==> config.mk <==
export PLATFORM = sky130hd
export DESIGN_NAME = rsac_top
export DESIGN_NICKNAME = d
export VERILOG_FILES = /design/src/pkg/rsac_pkg.sv /design/src/rsac_top.sv /design/src/rsac_block_bit.sv /design/src/rsac_wait_timer.sv
export VERILOG_INCLUDE_DIRS = /design/src /design/src/pkg
export SDC_FILE = /design/constraint.sdc
export NUM_CORES = 1
export LEC_CHECK = 0
export BUFFER_PORTS_ARGS = -buffer_cell sky130_fd_sc_hd__buf_4
export CORE_MARGIN = 2
export CORE_UTILIZATION = 35
export CTS_CLUSTER_DIAMETER = 150
export DETAILED_ROUTE_END_ITERATION = 10
export GPL_TIMING_DRIVEN = 0
export PLACE_DENSITY = 0.48
export SLEW_MARGIN = 5
export SYNTH_ARGS = -nofsm -noshare
export SYNTH_HDL_FRONTEND = slang
export SYNTH_SLANG_ARGS = --single-unit
==> constraint.sdc <==
create_clock -name sys_clk_i -period 7 [get_ports sys_clk_i]
set_input_delay 0.35 -clock sys_clk_i [delete_from_list [all_inputs] [get_ports sys_clk_i]]
set_output_delay 0.35 -clock sys_clk_i [all_outputs]
set_load 0.01 [all_outputs]
==> src/pkg/rsac_defines.svh <==
// Constants for the system-area configuration loader
`ifndef RSAC_DEFINES_SVH
`define RSAC_DEFINES_SVH
`define RSAC_ADDR_W          9
`define RSAC_ADDR_WORD_LO    9'h1ee
`define RSAC_ADDR_WORD_HI    9'h1ef
`define RSAC_ADDR_RF_LOCK    9'h1f0
`define RSAC_ADDR_SI_LOCK    9'h1f4
`define RSAC_ADDR_PLAIN      9'h1f8
`define RSAC_ADDR_TUNNEL     9'h1fc
`define RSAC_ADDR_HOST       9'h1fd
`define RSAC_LANE_MASK       9'h003
`define RSAC_USER_BLOCKS     27
`define RSAC_BLOCK_W         5
`define RSAC_PROTO_FIELD     5:4
`define RSAC_IDSEL_BIT       0
`define RSAC_SLAVE_FIELD     6:0
`define RSAC_QW_FIELD        7:4
`define RSAC_AW_FIELD        3:0
`define RSAC_CW_FIELD        7:6
`define RSAC_RW_FIELD        5:4
`define RSAC_FIELD_IRQ_BIT   0
`define RSAC_RF_IRQ_FIELD    2:1
`define RSAC_PROTO_AUTO      2'h0
`define RSAC_PROTO_RESV      2'h3
`define RSAC_IRQ_NONE        2'h0
`define RSAC_IRQ_RESV        2'h1
`define RSAC_SLAVE_DEF       7'h54
`define RSAC_QW_DEF          4'h4
`define RSAC_QW_MAX          4'h8
`define RSAC_AW_DEF          4'h7
`define RSAC_AW_MAX          4'hc
`define RSAC_CW_DEF          2'h3
`define RSAC_RW_DEF          2'h3
`define RSAC_WORD_LO_DEF     8'h00
`define RSAC_WORD_HI_DEF     8'h54
`define RSAC_TUNNEL_DEF      8'h47
`define RSAC_HOST_DEF        8'hf0
`define RSAC_WORD_LO_MASK    8'h31
`define RSAC_WORD_HI_MASK    8'h7f
`define RSAC_HOST_MASK       8'hf7
`define RSAC_EXP_PAD         2'h0
`define RSAC_CLK_NS          40
`define RSAC_TUN_T_NS        1024000
`define RSAC_CHAR_T_NS       942000
`define RSAC_RESP_T_NS       1880000
`endif

==> src/pkg/rsac_pkg.sv <==
// Types shared by the configuration loader modules
package rsac_pkg;
  typedef enum logic [1:0] {
    RSAC_T_IDLE = 2'b01,
    RSAC_T_RUN  = 2'b10
  } rsac_tstate_t;

  typedef struct packed {
    logic [1:0] proto;
    logic       id_sa;
    logic [6:0] slave;
    logic [3:0] qw;
    logic [3:0] aw;
    logic [1:0] cw;
    logic [1:0] rw;
    logic       field_irq;
    logic [1:0] rf_irq;
  } rsac_cfg_t;

  typedef struct packed {
    logic       req;
    logic [4:0] block;
    logic       write;
    logic       plain;
  } rsac_acc_t;

  typedef struct packed {
    logic ack;
    logic allow;
    logic ro_deny;
    logic plain_deny;
  } rsac_ans_t;
endpackage

==> src/rsac_top.sv <==
// System-area configuration loader, lock checks and wait timers
`timescale 1ns/1ps
`default_nettype none
`include "rsac_defines.svh"
// Summary of operation
// RF lock bit one makes block read-only
// RF lock bits at 0x1f0, bit N mod 8
// Serial lock bit one makes block read-only
// Serial lock bits at 0x1f4, same mapping
// Plaintext bit one forbids unencrypted RF access
// Lock and plaintext fields default to zero
// Writer puts zero into reserved bits
// Protocol field selects auto, first or second
// Reserved protocol value behaves as auto
// Identifier source: all-zero or stored values
// Seven-bit slave address, default 1010100
// Tunnel byte: tunnel_poll_command wait high, answer low
// Tunnel_poll_command wait T times 2^QW, QW 0..8
// Answer wait T times 2^AW, AW 0..12
// Host byte: char, response, interrupt select
// Character wait T times 2^CW
// Response wait T times 2^RW
// Configurer allows for base period tolerance
// Locks immediate, others on reset or self-reset
// Invalid enable or check byte gives defaults
// Interrupt select: field detect, RF event mode
module rsac_top
  import rsac_pkg::*;
#(
  parameter int TUN_BASE_CYC  = `RSAC_TUN_T_NS / `RSAC_CLK_NS,
  parameter int CHAR_BASE_CYC = `RSAC_CHAR_T_NS / `RSAC_CLK_NS,
  parameter int RESP_BASE_CYC = `RSAC_RESP_T_NS / `RSAC_CLK_NS
) (
  // Clock and reset
  input  wire logic                   sys_clk_i,
  input  wire logic                   resetn_i,
  // System-area byte port
  input  wire logic                   sa_wr_i,
  input  wire logic                   sa_rd_i,
  input  wire logic [`RSAC_ADDR_W-1:0] sa_addr_i,
  input  wire logic [7:0]             sa_wdata_i,
  output logic      [7:0]             sa_rdata_o,
  output logic                        sa_rvalid_o,
  // Enable check and self-reset
  input  wire logic                   cfg_valid_i,
  input  wire logic                   self_reset_i,
  // Memory access checks
  input  wire rsac_acc_t              rf_acc_i,
  output rsac_ans_t                   rf_ans_o,
  input  wire rsac_acc_t              si_acc_i,
  output rsac_ans_t                   si_ans_o,
  // Applied configuration
  output rsac_cfg_t                   cfg_o,
  // Tunnel-mode waits
  input  wire logic                   tun_irq_sent_i,
  input  wire logic                   tun_tunnel_poll_command_i,
  input  wire logic                   tun_tunnel_poll_command_done_i,
  input  wire logic                   tun_answer_i,
  output logic                        tunnel_poll_command_timeout_o,
  output logic                        answer_timeout_o,
  // Host-link waits
  input  wire logic                   i2c_char_i,
  input  wire logic                   i2c_end_i,
  input  wire logic                   resp_start_i,
  input  wire logic                   read_req_i,
  output logic                        char_timeout_o,
  output logic                        resp_timeout_o
);
  localparam int NB = `RSAC_USER_BLOCKS;
  localparam rsac_cfg_t DEF_CFG = '{
    proto: `RSAC_PROTO_AUTO, id_sa: 1'b0, slave: `RSAC_SLAVE_DEF,
    qw: `RSAC_QW_DEF, aw: `RSAC_AW_DEF, cw: `RSAC_CW_DEF, rw: `RSAC_RW_DEF,
    field_irq: 1'b0, rf_irq: `RSAC_IRQ_NONE};

  logic [7:0]    word_lo;
  logic [7:0]    word_hi;
  logic [NB-1:0] rf_lock;
  logic [NB-1:0] si_lock;
  logic [NB-1:0] plain_mask;
  logic [7:0]    tunnel;
  logic [7:0]    host;
  logic [7:0]    next_word_lo;
  logic [7:0]    next_word_hi;
  logic [NB-1:0] next_rf_lock;
  logic [NB-1:0] next_si_lock;
  logic [NB-1:0] next_plain_mask;
  logic [7:0]    next_tunnel;
  logic [7:0]    next_host;
  logic [7:0]    next_rdata;
  logic          next_rvalid;
  logic [`RSAC_ADDR_W-1:0] word_addr;
  logic [1:0]    lane;

  function automatic logic [NB-1:0] put_byte(input logic [NB-1:0] v,
                                             input logic [1:0] idx,
                                             input logic [7:0] d);
    logic [31:0] t;
    t = {{(32-NB){1'b0}}, v};
    t[idx*8 +: 8] = d;
    // Bits past the last user block are dropped, so reserved bits stay zero
    return t[NB-1:0];
  endfunction

  function automatic logic [7:0] get_byte(input logic [NB-1:0] v,
                                          input logic [1:0] idx);
    logic [31:0] t;
    t = {{(32-NB){1'b0}}, v};
    return t[idx*8 +: 8];
  endfunction

  // System-area store and read port
  always_comb begin
    word_addr       = sa_addr_i & ~`RSAC_LANE_MASK;
    lane            = sa_addr_i[1:0];
    next_word_lo    = word_lo;
    next_word_hi    = word_hi;
    next_rf_lock    = rf_lock;
    next_si_lock    = si_lock;
    next_plain_mask = plain_mask;
    next_tunnel     = tunnel;
    next_host       = host;
    if (sa_wr_i) begin
      if (word_addr == `RSAC_ADDR_RF_LOCK)
        next_rf_lock = put_byte(rf_lock, lane, sa_wdata_i);
      if (word_addr == `RSAC_ADDR_SI_LOCK)
        next_si_lock = put_byte(si_lock, lane, sa_wdata_i);
      if (word_addr == `RSAC_ADDR_PLAIN)
        next_plain_mask = put_byte(plain_mask, lane, sa_wdata_i);
      if (sa_addr_i == `RSAC_ADDR_WORD_LO)
        next_word_lo = sa_wdata_i & `RSAC_WORD_LO_MASK;
      if (sa_addr_i == `RSAC_ADDR_WORD_HI)
        next_word_hi = sa_wdata_i & `RSAC_WORD_HI_MASK;
      if (sa_addr_i == `RSAC_ADDR_TUNNEL)
        next_tunnel = sa_wdata_i;
      if (sa_addr_i == `RSAC_ADDR_HOST)
        next_host = sa_wdata_i & `RSAC_HOST_MASK;
    end
    next_rvalid = sa_rd_i;
    next_rdata  = sa_rdata_o;
    if (sa_rd_i) begin
      next_rdata = 8'h00;
      if (word_addr == `RSAC_ADDR_RF_LOCK)
        next_rdata = get_byte(rf_lock, lane);
      if (word_addr == `RSAC_ADDR_SI_LOCK)
        next_rdata = get_byte(si_lock, lane);
      if (word_addr == `RSAC_ADDR_PLAIN)
        next_rdata = get_byte(plain_mask, lane);
      if (sa_addr_i == `RSAC_ADDR_WORD_LO)
        next_rdata = word_lo;
      if (sa_addr_i == `RSAC_ADDR_WORD_HI)
        next_rdata = word_hi;
      if (sa_addr_i == `RSAC_ADDR_TUNNEL)
        next_rdata = tunnel;
      if (sa_addr_i == `RSAC_ADDR_HOST)
        next_rdata = host;
    end
  end

  always_ff @(posedge sys_clk_i or negedge resetn_i) begin
    if (!resetn_i) begin
      rf_lock     <= '0;
      si_lock     <= '0;
      plain_mask  <= '0;
      word_lo     <= `RSAC_WORD_LO_DEF;
      word_hi     <= `RSAC_WORD_HI_DEF;
      tunnel      <= `RSAC_TUNNEL_DEF;
      host        <= `RSAC_HOST_DEF;
      sa_rdata_o  <= 8'h00;
      sa_rvalid_o <= 1'b0;
    end else begin
      rf_lock     <= next_rf_lock;
      si_lock     <= next_si_lock;
      plain_mask  <= next_plain_mask;
      word_lo     <= next_word_lo;
      word_hi     <= next_word_hi;
      tunnel      <= next_tunnel;
      host        <= next_host;
      sa_rdata_o  <= next_rdata;
      sa_rvalid_o <= next_rvalid;
    end
  end

  // Applied configuration: decoded only at reset release or self-reset
  function automatic rsac_cfg_t decode_cfg(input logic [7:0] lo, input logic [7:0] hi,
                                           input logic [7:0] tn, input logic [7:0] hb);
    rsac_cfg_t c;
    c.proto = lo[`RSAC_PROTO_FIELD];
    if (c.proto == `RSAC_PROTO_RESV)
      c.proto = `RSAC_PROTO_AUTO;
    c.id_sa = lo[`RSAC_IDSEL_BIT];
    c.slave = hi[`RSAC_SLAVE_FIELD];
    c.qw = tn[`RSAC_QW_FIELD];
    if (c.qw > `RSAC_QW_MAX)
      c.qw = `RSAC_QW_DEF;
    c.aw = tn[`RSAC_AW_FIELD];
    if (c.aw > `RSAC_AW_MAX)
      c.aw = `RSAC_AW_DEF;
    c.cw = hb[`RSAC_CW_FIELD];
    c.rw = hb[`RSAC_RW_FIELD];
    c.field_irq = hb[`RSAC_FIELD_IRQ_BIT];
    c.rf_irq = hb[`RSAC_RF_IRQ_FIELD];
    if (c.rf_irq == `RSAC_IRQ_RESV)
      c.rf_irq = `RSAC_IRQ_NONE;
    return c;
  endfunction

  logic      load_pend;
  logic      next_load_pend;
  logic      load;
  rsac_cfg_t next_cfg;

  always_comb begin
    load           = load_pend | self_reset_i;
    next_load_pend = 1'b0;
    next_cfg       = cfg_o;
    if (load)
      next_cfg = cfg_valid_i ? decode_cfg(word_lo, word_hi, tunnel, host) : DEF_CFG;
  end

  always_ff @(posedge sys_clk_i or negedge resetn_i) begin
    if (!resetn_i) begin
      load_pend <= 1'b1;
      cfg_o     <= DEF_CFG;
    end else begin
      load_pend <= next_load_pend;
      cfg_o     <= next_cfg;
    end
  end

  // Lock checks see every rewrite at once; an invalid enable unlocks all
  logic [NB-1:0] eff_rf;
  logic [NB-1:0] eff_si;
  logic [NB-1:0] eff_plain;
  logic          rf_ro_bit;
  logic          si_ro_bit;
  logic          rf_plain_bit;
  rsac_ans_t     next_rf_ans;
  rsac_ans_t     next_si_ans;

  assign eff_rf    = cfg_valid_i ? rf_lock : '0;
  assign eff_si    = cfg_valid_i ? si_lock : '0;
  assign eff_plain = cfg_valid_i ? plain_mask : '0;

  rsac_block_bit #(.N(NB)) u_rf_lock (
    .bits_i  (eff_rf),
    .block_i (rf_acc_i.block),
    .bit_o   (rf_ro_bit)
  );
  rsac_block_bit #(.N(NB)) u_si_lock (
    .bits_i  (eff_si),
    .block_i (si_acc_i.block),
    .bit_o   (si_ro_bit)
  );
  rsac_block_bit #(.N(NB)) u_plain (
    .bits_i  (eff_plain),
    .block_i (rf_acc_i.block),
    .bit_o   (rf_plain_bit)
  );

  always_comb begin
    next_rf_ans.ack        = rf_acc_i.req;
    next_rf_ans.ro_deny    = rf_acc_i.req & rf_acc_i.write & rf_ro_bit;
    next_rf_ans.plain_deny = rf_acc_i.req & rf_acc_i.plain & rf_plain_bit;
    next_rf_ans.allow      = rf_acc_i.req & ~next_rf_ans.ro_deny & ~next_rf_ans.plain_deny;
    next_si_ans.ack        = si_acc_i.req;
    next_si_ans.ro_deny    = si_acc_i.req & si_acc_i.write & si_ro_bit;
    // Plaintext blocking has no meaning on the serial side
    next_si_ans.plain_deny = 1'b0;
    next_si_ans.allow      = si_acc_i.req & ~next_si_ans.ro_deny;
  end

  always_ff @(posedge sys_clk_i or negedge resetn_i) begin
    if (!resetn_i) begin
      rf_ans_o <= '0;
      si_ans_o <= '0;
    end else begin
      rf_ans_o <= next_rf_ans;
      si_ans_o <= next_si_ans;
    end
  end

  // Wait timers; base periods carry the tolerance the configurer must allow for
  rsac_wait_timer u_tunnel_poll_command_wait (
    .sys_clk_i (sys_clk_i),
    .resetn_i  (resetn_i),
    .start_i   (tun_irq_sent_i),
    .stop_i    (tun_tunnel_poll_command_i),
    .base_i    (16'(TUN_BASE_CYC)),
    .exp_i     (cfg_o.qw),
    .expired_o (tunnel_poll_command_timeout_o),
    .running_o ()
  );
  rsac_wait_timer u_answer_wait (
    .sys_clk_i (sys_clk_i),
    .resetn_i  (resetn_i),
    .start_i   (tun_tunnel_poll_command_done_i),
    .stop_i    (tun_answer_i),
    .base_i    (16'(TUN_BASE_CYC)),
    .exp_i     (cfg_o.aw),
    .expired_o (answer_timeout_o),
    .running_o ()
  );
  rsac_wait_timer u_char_wait (
    .sys_clk_i (sys_clk_i),
    .resetn_i  (resetn_i),
    .start_i   (i2c_char_i),
    .stop_i    (i2c_end_i),
    .base_i    (16'(CHAR_BASE_CYC)),
    .exp_i     ({`RSAC_EXP_PAD, cfg_o.cw}),
    .expired_o (char_timeout_o),
    .running_o ()
  );
  rsac_wait_timer u_resp_wait (
    .sys_clk_i (sys_clk_i),
    .resetn_i  (resetn_i),
    .start_i   (resp_start_i),
    .stop_i    (read_req_i),
    .base_i    (16'(RESP_BASE_CYC)),
    .exp_i     ({`RSAC_EXP_PAD, cfg_o.rw}),
    .expired_o (resp_timeout_o),
    .running_o ()
  );
endmodule // rsac_top
`default_nettype wire

==> src/rsac_block_bit.sv <==
// Per-block bit lookup in a lock vector
`timescale 1ns/1ps
`default_nettype none
module rsac_block_bit #(
  parameter int N = 27
) (
  // Lock vector and block index
  input  wire logic [N-1:0] bits_i,
  input  wire logic [4:0]   block_i,
  // Selected bit
  output logic              bit_o
);
  // System-area blocks carry no lock bit and read as unlocked
  assign bit_o = (block_i < 5'(N)) ? bits_i[block_i] : 1'b0;
endmodule // rsac_block_bit
`default_nettype wire

==> src/rsac_wait_timer.sv <==
// Wait timer of base period times two to a power
`timescale 1ns/1ps
`default_nettype none
module rsac_wait_timer
  import rsac_pkg::*;
#(
  parameter int BASE_W = 16,
  parameter int TICK_W = 13
) (
  // Clock and reset
  input  wire logic              sys_clk_i,
  input  wire logic              resetn_i,
  // Control
  input  wire logic              start_i,
  input  wire logic              stop_i,
  input  wire logic [BASE_W-1:0] base_i,
  input  wire logic [3:0]        exp_i,
  // Status
  output logic                   expired_o,
  output logic                   running_o
);
  rsac_tstate_t      state;
  rsac_tstate_t      next_state;
  logic [BASE_W-1:0] pre;
  logic [BASE_W-1:0] next_pre;
  logic [TICK_W-1:0] tick;
  logic [TICK_W-1:0] next_tick;
  logic              next_expired;
  logic [TICK_W-1:0] limit;

  assign running_o = (state == RSAC_T_RUN);

  always_comb begin
    limit        = (TICK_W'(1) << exp_i) - TICK_W'(1);
    next_state   = state;
    next_pre     = pre;
    next_tick    = tick;
    next_expired = 1'b0;
    case (state)
      RSAC_T_IDLE: begin
        if (start_i) begin
          next_state = RSAC_T_RUN;
          next_pre   = '0;
          next_tick  = '0;
        end
      end
      RSAC_T_RUN: begin
        // A restart wins over a stop in the same cycle
        if (start_i) begin
          next_pre  = '0;
          next_tick = '0;
        end else if (stop_i) begin
          next_state = RSAC_T_IDLE;
        end else if (pre == base_i - BASE_W'(1)) begin
          next_pre = '0;
          if (tick == limit) begin
            next_expired = 1'b1;
            next_state   = RSAC_T_IDLE;
          end else begin
            next_tick = tick + TICK_W'(1);
          end
        end else begin
          next_pre = pre + BASE_W'(1);
        end
      end
      default: next_state = RSAC_T_IDLE;
    endcase
  end

  always_ff @(posedge sys_clk_i or negedge resetn_i) begin
    if (!resetn_i) begin
      state     <= RSAC_T_IDLE;
      pre       <= '0;
      tick      <= '0;
      expired_o <= 1'b0;
    end else begin
      state     <= next_state;
      pre       <= next_pre;
      tick      <= next_tick;
      expired_o <= next_expired;
    end
  end
endmodule // rsac_wait_timer
`default_nettype wire

==> results.tsv <==
stage	metric	value	unit
final_layout	number of diodes	0	
final_layout	final net count	1777	
floorplan	Initial Util	35.4	%
worst_setup_path	Critical Path RT	7.38	ns
final_layout	share of cells above drive strength 1	16.3	%
synth	register bit total from synthesis	276	
power	Sw Share	29.6	%
synth	ys async rst share	100	%
power	Clock Power Share	42.8	%
placed_design	DP HPWL	32300	um
power	Reg power frac	39.3	%
final_layout	# fillers	4368	
drt	routed via count	12600	
job	# Max-Cap Violations	0	
timing	Setup Skew	0.0164	ns
worst_setup_path	crit-path max FO	10	
synth	Synth Instances	1581	
global_route	met2 GRT Util	31.7	%
timing	Slew Limit Headroom	22.5	%
synth	synth top area cells	dfrtp_1 (41%), nand2_1 (5.1%), mux4_2 (4.9%)	
final_layout	Synth-to-Final Area Change	17.4	%
global_route	met1 GRT Util	28.3	%
global_route	global-route wire length before repair	70800	um
placed_design	count of input and output buffers	78	
power	Worst VDD drop	0.202	mV
clock_tree	CTS clk-pin slew, worst paths	0.05	ns
timing	final worst path period share	63.1	%
timing	Final min period	4.41	ns
synth	YS warnings	0	
worst_setup_path	crit path max-delay cell type	or4b_2	
clock_tree	Root Driver	clkbuf_16	
worst_setup_path	CP peak stage delay	0.63	ns
synth	most common flop cell mapped by yosys	dfrtp_1	
timing	setup violators final	0	
status	status	finished, final reports clean	
synth	largest area contributor in the netlist	dfrtp_1	
power	NetSw	1290	uW
synth	post-synthesis sequential area ratio	45.7	%
worst_setup_path	endpoint type of the worst setup path	flip-flop	
placed_design	GPL Wtd Cong	0.925	
worst_setup_path	cells along the critical path	clkbuf_1, or4b_2, ha_1, or4b_1, a21oi_1, o21ai_0, a2111oi_2, nand4_1, buf_2, nor4_1	
worst_setup_path	Worst EP arrival	4.79	ns
clock_tree	CTS Sinks	276	
floorplan	top-level I/O count	93	
power	P_int	3070	uW
timing	Hold Fails Final Rpt	0	
drt	Antenna Nets Post-Route	0	
drt	drt initial violations	952	
timing	f_max	227	MHz
floorplan	area of the core	43000	um2
power	combinational share of power	17.9	%
drt	routed len/inst	19.2	um
synth	Post-Syn Area	15200	um2
clock_tree	number of CTS-inserted buffers	36	
drt	Residual DRC	0	
timing	Worst-Margin Slew	1.15	ns
synth	Synth top area share	41.0	%
synth	Post-synth EDFFs	0	
clock_tree	clk_lat worst skew	0.54	ns
global_route	remaining global-route overflow	0	
floorplan	Die Width	212	um
final_layout	Final Instance Area	17800	um2
timing	Pins Over Slew Limit	0	
global_route	initial antenna violation count	0	
placed_design	Post-Place Cell Area	16600	um2
global_route	pin count of the biggest net entering global routing	110	
timing	unrepaired setup endpoints after global routing	false	
clock_tree	CTS tree	yes	
floorplan	row count	76	
worst_setup_path	crit start category	flip-flop	
worst_setup_path	Worst Setup Path Type	flip-flop to flip-flop	
global_route	number of global-route vias before repair	12323	
final_layout	Layout Cells excl Fill	2317	
clock_tree	CTS H-Tree Depth	2	
power	leakage	0.00768	uW
timing	setup_tns	0	ns
placed_design	Placed Instances	2247	
clock_tree	CTS max path bufs	3	
global_route	met3 usage	2.76	%
global_route	Most Crowded Layer GR	met2	
synth	syn_area_per_cell	9.62	um2
drt	DRT Pass-1 Iters	6	
synth	count of cell types in the netlist	91	
drt	Via density	5.44	
floorplan	die footprint	45100	um2
power	PD cells	244	nW/um2
floorplan	die height	212	um
global_route	GRT Overall Usage	20.1	%
timing	hold slack	0.0413	ns
min_path	worst hold path type	input pin to flip-flop	
drt	WL final	44500	um
-- power groups by stage --
stage	combinational (uW)	sequential [uW]	clock (uW)
after global routing	880	1720	1990
after detailed placement	780	1740	0
after CTS	788	1710	1920
after global placement	772	1740	0
final	779	1710	1870
after floorplan	527	1730	0
-- area by class of cell --
cell class                      instances  area, um2  share of cell area [%]
Clock buffer                           51       1050                    5.87
Tap cell                              585        732                    4.10
Buffer                                 82        362                    2.03
Multi-Input combinational cell       1175       7720                    43.3
Clock inverter                         12        143                   0.799
Timing Repair Buffer                   87        718                    4.02
Sequential cell                       276       6940                    38.9
Inverter                               49        184                    1.03
-- worst max-delay path: cells and delay by family (launching register included) --
family	cells	cell delay, ns
AND/OR/NAND/NOR	4	1.93
AO/OA/AOI/OAI	3	0.78
flip-flops	1	0.61
buffers and inverters	2	0.68
adder cells (fa/ha/maj)	1	0.27
-- synth_stat cells (all sizes together) (4+ instances only) --
cell type	n
nand3	53
o21ai	148
and3	36
a22o	4
o31ai	12
mux2	27
inv	48
a41o	5
mux2i	27
a32o	25
nand4	29
ha	23
and2	12
and4	8
or2	8
nand2	207
nor2	130
or4	9
nor2b	8
buf	25
nor3	20
nor4b	4
clkbuf	57
dfstp	27
or3	26
nand2b	18
nand3b	4
a221oi	8
xor2	34
o211a	6
o22ai	16
mux4	33
nor4	13
dfrtp	249
nor3b	12
a21oi	76
a211oi	7
nand4b	5
xnor2	27
a21o	9
o211ai	8
a31oi	19
-- cell families (layout without fill, tap and decap cells) --
| kind of cell | count (synthesis) | after routing | share of synthesized area, % |
|---|---|---|---|
| flip-flops | 276 | 276 | 45.7 |
| adder cells (fa/ha/maj) | 23 | 23 | 1.89 |
| XOR/XNOR | 61 | 61 | 3.51 |
| AO/OA/AOI/OAI | 384 | 384 | 16.3 |
| buffers and inverters | 131 | 281 | 3.59 |
| multiplexers | 87 | 87 | 8.67 |
| other | 1 | 2 | 0.0247 |
| AND/OR/NAND/NOR | 618 | 618 | 20.4 |
-- per-layer routing --
layer | vias to the layer above | wire (um)
li1 | 6019 | -
met5 | - | 0
met2 | 299 | 20500
met4 | 0 | 1180
met3 | 73 | 1770
met1 | 6209 | 21100
-- through the flow --
stage	power, uW	setup slack, ns	utilization (%)
after floorplan	2260	3.40	-
after global placement	2510	2.64	38.4
after detailed placement	2520	2.70	38.6
after CTS	4420	2.68	41.5
after global routing	4580	2.47	41.5
final	4360	2.59	41.5
-- flip-flops by register name, indices dropped and copies added (netlist names), 16 cells and up --
signal / flops
plain_mask: 27
u_tunnel_poll_command_wait.pre: 16
u_char_wait.pre: 16
cfg_o: 25
u_answer_wait.pre: 16
si_lock: 27
rf_lock: 27
u_resp_wait.pre: 16
-- worst paths after layout --
path	startpoint	to	slack (ns)	depth (start not counted)
worst max-delay path	cfg_o[7]	u_answer_wait.expired_o	2.59	10
max in group asynchronous	resetn_i	u_char_wait.state[0]	5.58	3
min in group asynchronous	resetn_i	u_tunnel_poll_command_wait.pre[14]	0.39	2
worst max register to register	cfg_o[7]	u_answer_wait.expired_o	2.59	10
worst min-delay path	rf_acc_i[6]	rf_ans_o[1]	0.04	2
worst min register to register	cfg_o[2]	cfg_o[2]	0.47	2
-- layout by cell type (no fill, tap or decap), types with 23 or more instances in the layout --
master,count
a21oi_1,75
a32o_1,25
and3_1,32
buf_4,80
clkbuf_1,62
clkbuf_16,37
dfrtp_1,249
dfstp_2,27
ha_1,23
inv_1,48
mux2_2,27
mux2i_1,27
mux4_2,33
nand2_1,206
nand3_1,53
nand4_1,29
nor2_1,130
o21ai_0,145
or3_1,25
xnor2_1,27
xor2_1,34
-- repair_timing --
| item | in CTS | in global routing |
|---|---|---|
| hold buffers | 7 | 0 |
| resized for setup | 0 | 0 |
| setup buffers | 0 | 0 |
| hold endpoints to repair | 76 | 0 |
| setup endpoints to repair | 0 | 0 |
No activity file was read; power rests on OpenSTA's default activity.
